### src/cell_result_pkg.sv
// Purpose: shared constants for the cell-voltage result register bank
// Assumes: 8-bit register address, 16-bit register data, channels 3 to 7 held here
// Notes:   channel index 0 stands for cell input 3, index 4 for cell input 7
package cell_result_pkg;

  // register port geometry
  localparam int ADDR_W = 8;
  localparam int DATA_W = 16;
  localparam int NUM_CH = 5;
  localparam int CH_IDX_W = 3;

  // result field: 14-bit code, left-justified in bits 15:2
  localparam int CODE_W = 14;
  localparam int CODE_LSB = 2;
  localparam logic [CODE_LSB-1:0] UNUSED_LOW_BITS = 2'h0;

  // result register offsets, channel 3 first
  localparam logic [ADDR_W-1:0] CH3_OFFSET = 8'h49;
  localparam logic [ADDR_W-1:0] CH4_OFFSET = 8'h4A;
  localparam logic [ADDR_W-1:0] CH5_OFFSET = 8'h4B;
  localparam logic [ADDR_W-1:0] CH6_OFFSET = 8'h4C;
  localparam logic [ADDR_W-1:0] CH7_OFFSET = 8'h4D;
  localparam logic [ADDR_W-1:0] RESULT_OFFSET [NUM_CH] =
    '{CH3_OFFSET, CH4_OFFSET, CH5_OFFSET, CH6_OFFSET, CH7_OFFSET};

  // scan control register: per-channel measure enables and readback select
  localparam logic [ADDR_W-1:0] CTRL_OFFSET = 8'h5C;
  localparam int CTRL_EN_LSB = 0;
  localparam int CTRL_SEL_BIT = 8;

  // reset values
  localparam logic [DATA_W-1:0] RESULT_RESET = 16'h0000;
  localparam logic [CODE_W-1:0] CODE_RESET = 14'h0000;
  localparam logic [NUM_CH-1:0] ENABLE_RESET = 5'h00;
  localparam logic SELECT_RESET = 1'b0;

  // transfer scale: full-scale code equals a 5 V differential input
  localparam int FULL_SCALE_MV = 5000;
  localparam logic [CODE_W-1:0] FULL_SCALE_CODE = 14'h3FFF;

endpackage

### src/result_store_if.sv
// Purpose: carrier between the register bank and one channel result store
// Assumes: one instance per channel, all on the bank clock
// Notes:   code_out is the readback view chosen by filt_sel
`timescale 1ns/10ps
`default_nettype none
interface result_store_if #(
  parameter int CODE_W = cell_result_pkg::CODE_W
);
  logic              sample_load;
  logic              sample_skipped;
  logic              measure_en;
  logic [CODE_W-1:0] avg_code;
  logic [CODE_W-1:0] iir_code;
  logic              filt_sel;
  logic [CODE_W-1:0] code_out;

  modport store (
    input  sample_load,
    input  sample_skipped,
    input  measure_en,
    input  avg_code,
    input  iir_code,
    input  filt_sel,
    output code_out
  );

  modport bank (
    output sample_load,
    output sample_skipped,
    output measure_en,
    output avg_code,
    output iir_code,
    output filt_sel,
    input  code_out
  );
endinterface
`default_nettype wire

### src/chan_result_store.sv
// Purpose: holds the averaged and filtered result of one cell channel
// Assumes: sample fields come from logic on the same clock
// Notes:   both paths are kept so that the readback select can flip at any time
`timescale 1ns/10ps
`default_nettype none
module chan_result_store #(
  parameter int CODE_W = cell_result_pkg::CODE_W
) (
  // clock and reset
  input  wire logic       clk,
  input  wire logic       reset_n,
  // bank side
  result_store_if.store   port
);

  logic [CODE_W-1:0] avg_r;
  logic [CODE_W-1:0] iir_r;
  logic              skip_hold;
  logic              update;

  // a skipped slot holds only while the channel is also disabled
  assign skip_hold = port.sample_skipped && !port.measure_en;
  assign update    = port.sample_load && !skip_hold;

  always_ff @(posedge clk or negedge reset_n)
  begin
    if (!reset_n)
    begin
      avg_r <= cell_result_pkg::CODE_RESET;
      iir_r <= cell_result_pkg::CODE_RESET;
    end
    else if (update)
    begin
      // codes arrive already scaled, full scale is a 5 V input
      avg_r <= port.avg_code;
      iir_r <= port.iir_code;
    end
  end

  assign port.code_out = port.filt_sel ? iir_r : avg_r;
endmodule // chan_result_store
`default_nettype wire

### src/cell_voltage_result_regs.sv
// Purpose: read-only result registers for cell channels 3 to 7, with scan control
// Assumes: conversion engine on the same clock reports one channel slot per cycle
// Notes:   read data appear one cycle after the read strobe and only then
//
// Notes on behaviour
// - Each result register shows its channel's 14-bit code in bits 15 down to 2.
// - The code is linear with its full-scale value meaning a 5 V differential input.
// - A disabled channel skipped in the latest scan keeps its stored result.
// - Readback comes from the averaging path or the IIR path as the select bit says.
// - Result registers are read only and always show the latest stored result.
// - The hold applies only when the channel is disabled and also skipped.
`timescale 1ns/10ps
`default_nettype none
module cell_voltage_result_regs #(
  parameter int NUM_CH = cell_result_pkg::NUM_CH,
  parameter int CODE_W = cell_result_pkg::CODE_W
) (
  // clock and reset
  input  wire logic                                  clk,
  input  wire logic                                  reset_n,
  // register port
  input  wire logic [cell_result_pkg::ADDR_W-1:0]    addr,
  input  wire logic [cell_result_pkg::DATA_W-1:0]    wdata,
  input  wire logic                                  wr_strobe,
  input  wire logic                                  rd_strobe,
  output logic      [cell_result_pkg::DATA_W-1:0]    rdata,
  output logic                                       rdata_valid,
  // conversion engine results
  input  wire logic                                  sample_valid,
  input  wire logic [cell_result_pkg::CH_IDX_W-1:0]  sample_channel,
  input  wire logic                                  sample_skipped,
  input  wire logic [CODE_W-1:0]                     sample_avg,
  input  wire logic [CODE_W-1:0]                     sample_iir,
  // control state seen by the engine
  output logic      [NUM_CH-1:0]                     channel_measure_enable,
  output logic                                       filtered_readback_select
);

  localparam int DW = cell_result_pkg::DATA_W;
  localparam int LSB = cell_result_pkg::CODE_LSB;
  localparam int IW  = cell_result_pkg::CH_IDX_W;

  // control register
  logic [NUM_CH-1:0] enable_r;
  logic [NUM_CH-1:0] enable_nxt;
  logic              select_r;
  logic              select_nxt;

  // read path
  logic [DW-1:0]     rdata_r;
  logic [DW-1:0]     rdata_nxt;
  logic              rdata_valid_r;

  // decode
  logic [NUM_CH-1:0] chan_hit;
  logic [NUM_CH-1:0] chan_load;
  logic              result_hit;
  logic              ctrl_hit;
  logic              ctrl_write;
  logic [DW-1:0]     ctrl_view;
  logic [DW-1:0]     result_view;
  logic [CODE_W-1:0] code_bus [NUM_CH];
  logic [DW-1:0]     masked_view [NUM_CH];

  // per-channel stores
  genvar i;
  generate
    for (i = 0; i < NUM_CH; i++)
    begin : g_chan
      result_store_if #(.CODE_W(CODE_W)) store_if ();

      assign chan_hit[i]  = (addr == cell_result_pkg::RESULT_OFFSET[i]);
      assign chan_load[i] = sample_valid && (sample_channel == IW'(i));

      assign store_if.sample_load    = chan_load[i];
      assign store_if.sample_skipped = sample_skipped;
      assign store_if.measure_en     = enable_r[i];
      assign store_if.avg_code       = sample_avg;
      assign store_if.iir_code       = sample_iir;
      assign store_if.filt_sel       = select_r;
      assign code_bus[i]             = store_if.code_out;

      // left-justified code, unused low bits tied to zero
      assign masked_view[i] = chan_hit[i] ? {code_bus[i], cell_result_pkg::UNUSED_LOW_BITS} : '0;

      chan_result_store #(
        .CODE_W (CODE_W)
      ) u_store (
        .clk     (clk),
        .reset_n (reset_n),
        .port    (store_if)
      );
    end
  endgenerate

  // offsets are distinct, so at most one masked view is non-zero
  always_comb
  begin
    result_view = '0;
    for (int k = 0; k < NUM_CH; k++)
    begin
      result_view = result_view | masked_view[k];
    end
  end

  assign result_hit = |chan_hit;
  assign ctrl_hit   = (addr == cell_result_pkg::CTRL_OFFSET);
  // a write aimed at a result register decodes to nothing
  assign ctrl_write = wr_strobe && ctrl_hit;

  always_comb
  begin
    ctrl_view = '0;
    ctrl_view[cell_result_pkg::CTRL_EN_LSB +: NUM_CH] = enable_r;
    ctrl_view[cell_result_pkg::CTRL_SEL_BIT] = select_r;
  end

  assign enable_nxt = ctrl_write ? wdata[cell_result_pkg::CTRL_EN_LSB +: NUM_CH] : enable_r;
  assign select_nxt = ctrl_write ? wdata[cell_result_pkg::CTRL_SEL_BIT] : select_r;

  // read data live one cycle only; idle cycles show zero
  always_comb
  begin
    rdata_nxt = '0;
    if (!rd_strobe)
    begin
      rdata_nxt = '0;
    end
    else if (result_hit)
    begin
      rdata_nxt = result_view;
    end
    else if (ctrl_hit)
    begin
      rdata_nxt = ctrl_view;
    end
    else
    begin
      rdata_nxt = '0;
    end
  end

  always_ff @(posedge clk or negedge reset_n)
  begin
    if (!reset_n)
    begin
      enable_r <= cell_result_pkg::ENABLE_RESET;
      select_r <= cell_result_pkg::SELECT_RESET;
    end
    else
    begin
      enable_r <= enable_nxt;
      select_r <= select_nxt;
    end
  end

  always_ff @(posedge clk or negedge reset_n)
  begin
    if (!reset_n)
    begin
      rdata_r       <= cell_result_pkg::RESULT_RESET;
      rdata_valid_r <= 1'b0;
    end
    else
    begin
      rdata_r       <= rdata_nxt;
      rdata_valid_r <= rd_strobe;
    end
  end

  assign rdata                    = rdata_r;
  assign rdata_valid              = rdata_valid_r;
  assign channel_measure_enable   = enable_r;
  assign filtered_readback_select = select_r;

  logic [DW-1:0] code_view_ch3;
  assign code_view_ch3 = {code_bus[0], cell_result_pkg::UNUSED_LOW_BITS};

  // per-channel checks: every register answers for its own cell only
  generate
    for (i = 0; i < NUM_CH; i++)
    begin : g_chan_chk

    end
  endgenerate
endmodule // cell_voltage_result_regs
`default_nettype wire

### config.mk
export PLATFORM = sky130hd
export DESIGN_NAME = cell_voltage_result_regs
export DESIGN_NICKNAME = d
export VERILOG_FILES = /design/src/cell_result_pkg.sv /design/src/result_store_if.sv /design/src/chan_result_store.sv /design/src/cell_voltage_result_regs.sv
export SDC_FILE = /design/constraint.sdc
export NUM_CORES = 1
export LEC_CHECK = 0
export BUFFER_PORTS_ARGS = -buffer_cell sky130_fd_sc_hd__buf_2
export CORE_ASPECT_RATIO = 1.4
export CORE_MARGIN = 2
export CORE_UTILIZATION = 55
export CTS_CLUSTER_SIZE = 24
export DETAILED_ROUTE_END_ITERATION = 6
export GPL_TIMING_DRIVEN = 0
export PLACE_DENSITY = 0.74
export SYNTH_ARGS = -nofsm -noshare
export SYNTH_HDL_FRONTEND = slang
export SYNTH_SLANG_ARGS = --single-unit
### constraint.sdc
create_clock -name clk -period 4.77 [get_ports clk]
set_clock_uncertainty 0.15 [all_clocks]
set_input_delay 0.954 -clock clk [delete_from_list [all_inputs] [get_ports clk]]
set_output_delay 0.954 -clock clk [all_outputs]
set_load 0.02 [all_outputs]
==> results.md <==
- Final WS setup: 1.858 ns
- Die area: 14580 um^2
- Post-place setup slack: 1.607 ns
- Net Switching: 951.1 uW
- Clock network power share: 36.2%
- Post-CTS resize count: 0
- Critical-path maximum fanout: 10
- Clk sinks: 163
- Synth Area in Adders: 0%
- FFs w/ async S/R, synth: 100.0%
- Rows: 50
- Leakage power: 0.004009 uW
- Worst Setup Path Type: primary input to flop
- CTS tree: done
- Cts hold-fix bufs: 0
- Ys flop type: dfrtp_1
- Reg2Reg Depth: 7
- Layout Nets: 622
- Worst-Margin Slew: 1.386 ns
- Max VDD drop: 0.0002524 V
- CP bufs+invs: 3
- Pre-Repair DR Iteration Count: 5
- Synth Net Count: 529
- Largest net degree at the start of global routing: 89
- GPL Wtd Cong: 0.7990
- Post-Syn Area per Cell: 16.00 um^2
- Number of global-route vias before repair: 4791
- EDFF count, synth: 0
- Pwr per Cell Area: 435.2 nW/um^2
- Top Family by Delay on Critical Path: simple AND/OR/NAND/NOR gates
- Final TNS setup: 0 ns
- Worst Hold Class: flop to flop
- Final Routed Wirelength: 17.54 mm
- DR iter-0 viols: 246
- Critical path origin: addr[2]
- Sequential area share after synthesis: 54.47%
- Final Hold Vio Count: 0
- Ordered cell list for the critical path: buf_2 > buf_2 > buf_2 > nor2_1 > nand2_1 > a21oi_1
- WP data arrival: 3.06 ns
- Combinational share of power: 15.9%
- Max Cap Violations: 0
- Reg-to-Reg End: rdata[4]$_DFF_PN0_
- Post-Synthesis Cells: 468
- Most frequent cells in the layout: dfrtp_1, mux2_2, buf_2
- Non-Filler Instances: 756
- R2r setup slk: 2.65 ns
- Sw frac: 25.10%
- Drt wl/cell: 23.21 um
- Fmax: 343.4 MHz
- Crit path launch type: primary input
- CTS buffer count: 17
- Total global routing overflow: 0
- Clock tree root buffer cell: clkbuf_16
- CTS Buffer Depth: 2
- Vias per Instance: 5.909
- Synth-to-Final Area Change: 16.27%
- Starting Density: 56.20%
- IO Pins: 84
- Fraction of layout cells with a size suffix above 1: 52.26%
- Synth cell types: 36
- Worst setup path end: rdata[9]$_DFF_PN0_
- Ant diodes: 0
- Synth warnings: 0
- Final hold slack: 0.3434 ns
- Htree depth: 4
- CP required: 4.91 ns
- Simple-Gate Fraction of Synth Area: 3.442%
- Post-layout util: 65.34%
- Die Y: 142.1 um
- Die width: 102.6 um
- PortBufs: 73
- Min Tclk post-route: 2.912 ns
- Number of synthesized register bits: 163
- Synthesized area: 7488 um^2
- Crit-path slowest cell: nor2_1
- Placed Cells: 724
- RSZ-0062 raised after global routing: no
- Reg power frac: 47.9%
- Slew HR: 7.242%
- Largest family of logic cells by synthesized area: multiplexers
- Crit-path max cell delay: 1.09 ns
- Compound-cell area share of the yosys netlist: 4.495%
- Clock transition at path regs: 0.06 ns
- First-pass GRT wire length: 27.24 mm
- Synth Area in XOR/XNOR: 0%
- DRC errors left: 0
- Hpwl dp: 11.49 mm
- # Post-CTS Setup Buffers: 0
- Initial antenna violation count: 0
- Via count: 4467
- Commonest non-fill, non-tap cell in the layout: dfrtp_1
- Worst setup EP type: flop
- Tcrit/Tclk final: 61.05%
- GR Util All Layers: 25.70%
- Post-synthesis mux area share: 34.52%
- WP depth: 6
- Reg2Reg Launch Point: filtered_readback_select$_DFFE_PN0P_
- Final Max Slew Viols: 0
- Routed Antenna Nets: 0
- Core area: 13330 um^2
- Worst-skew pair later-pin latency: 0.42 ns
- Most common cell on crit path: buf_2
- Status: completed
- Pint: 2838 uW
- Finish-stage setup viols: 0
how the worst min path moves through the flow:
stage / start / end / slack [ns] / depth (start not counted)
floorplan: g_chan[0].u_store.avg_r[8]$_DFFE_PN0P_ / g_chan[0].u_store.avg_r[8]$_DFFE_PN0P_ / 0.31 / 1
global placement: g_chan[0].u_store.avg_r[8]$_DFFE_PN0P_ / g_chan[0].u_store.avg_r[8]$_DFFE_PN0P_ / 0.32 / 1
detailed placement: g_chan[4].u_store.iir_r[10]$_DFFE_PN0P_ / g_chan[4].u_store.iir_r[10]$_DFFE_PN0P_ / 0.33 / 1
CTS: g_chan[4].u_store.iir_r[10]$_DFFE_PN0P_ / g_chan[4].u_store.iir_r[10]$_DFFE_PN0P_ / 0.35 / 1
global route: g_chan[2].u_store.avg_r[9]$_DFFE_PN0P_ / g_chan[2].u_store.avg_r[9]$_DFFE_PN0P_ / 0.36 / 1
finish: g_chan[4].u_store.iir_r[10]$_DFFE_PN0P_ / g_chan[4].u_store.iir_r[10]$_DFFE_PN0P_ / 0.34 / 1
Yosys cell counts, types with 3 or more instances:
library cell	n	area, um^2
mux2_4	40	600.6
mux4_2	16	360.4
buf_6	9	101.4
mux4_1	8	210.2
o22ai_1	4	25.02
a21oi_1	21	105.1
buf_4	6	45.04
nor2_1	11	41.29
o2bb2ai_1	4	35.03
mux2_2	104	1171
dfrtp_1	163	4079
a22oi_1	4	30.03
nand2_1	16	60.06
mux2i_1	22	220.2
buf_2	7	35.03
o2111ai_4	3	78.83
a21boi_1	4	30.03
cells by family (layout without fill, tap and decap cells):
family | count (synthesis) | count (layout)
buffers and inverters | 29 | 135
muxes | 192 | 192
AOI/OAI and AO/OA | 42 | 42
DFF | 163 | 163
and+or+nand+nor | 42 | 42
area by class of cell:
type / count / area (um^2)
Buffer: 26 / 219.0
Clock inverter: 14 / 152.6
Timing Repair Buffer: 74 / 399.1
Sequential cell: 163 / 4079
Tap cell: 182 / 227.7
Clock buffer: 18 / 439.2
Inverter: 3 / 11.26
Multi-Input combinational cell: 276 / 3179
Fill cell: 934 / 4618
layer usage:
| layer | vias up | GRT usage, % | wire, um | share of wire, % |
|---|---|---|---|---|
| li1 | 1932 | - | - | - |
| met1 | 2366 | 33.13 | 7129 | 41 |
| met2 | 136 | 43.89 | 9355 | 53 |
| met3 | 33 | 4.371 | 670 | 3.8 |
| met4 | 0 | 8.561 | 387 | 2.2 |
| met5 | - | 0 | 0 | 0 |
registers in the layout, indices dropped and copies added (netlist names):
name                      cells
filtered_readback_select      1
rdata                        16
channel_measure_enable        5
rdata_valid                   1
g_chan.u_store.avg_r         70
g_chan.u_store.iir_r         70
per-stage QoR:
step	instance area (um^2)	total power (uW)
floorplan	7488	2235
global placement	8082	2381
detailed placement	8115	2437
CTS	8707	3805
global route	8707	3941
finish	8707	3789
power groups by stage:
stage | Clock, uW | Combinational (uW) | Sequential, uW
floorplan | 0 | 458 | 1780
CTS | 1390 | 609 | 1810
finish | 1370 | 603 | 1810
global placement | 0 | 572 | 1810
detailed placement | 0 | 604 | 1830
global route | 1450 | 653 | 1840
No activity file was read; power rests on OpenSTA's default activity.
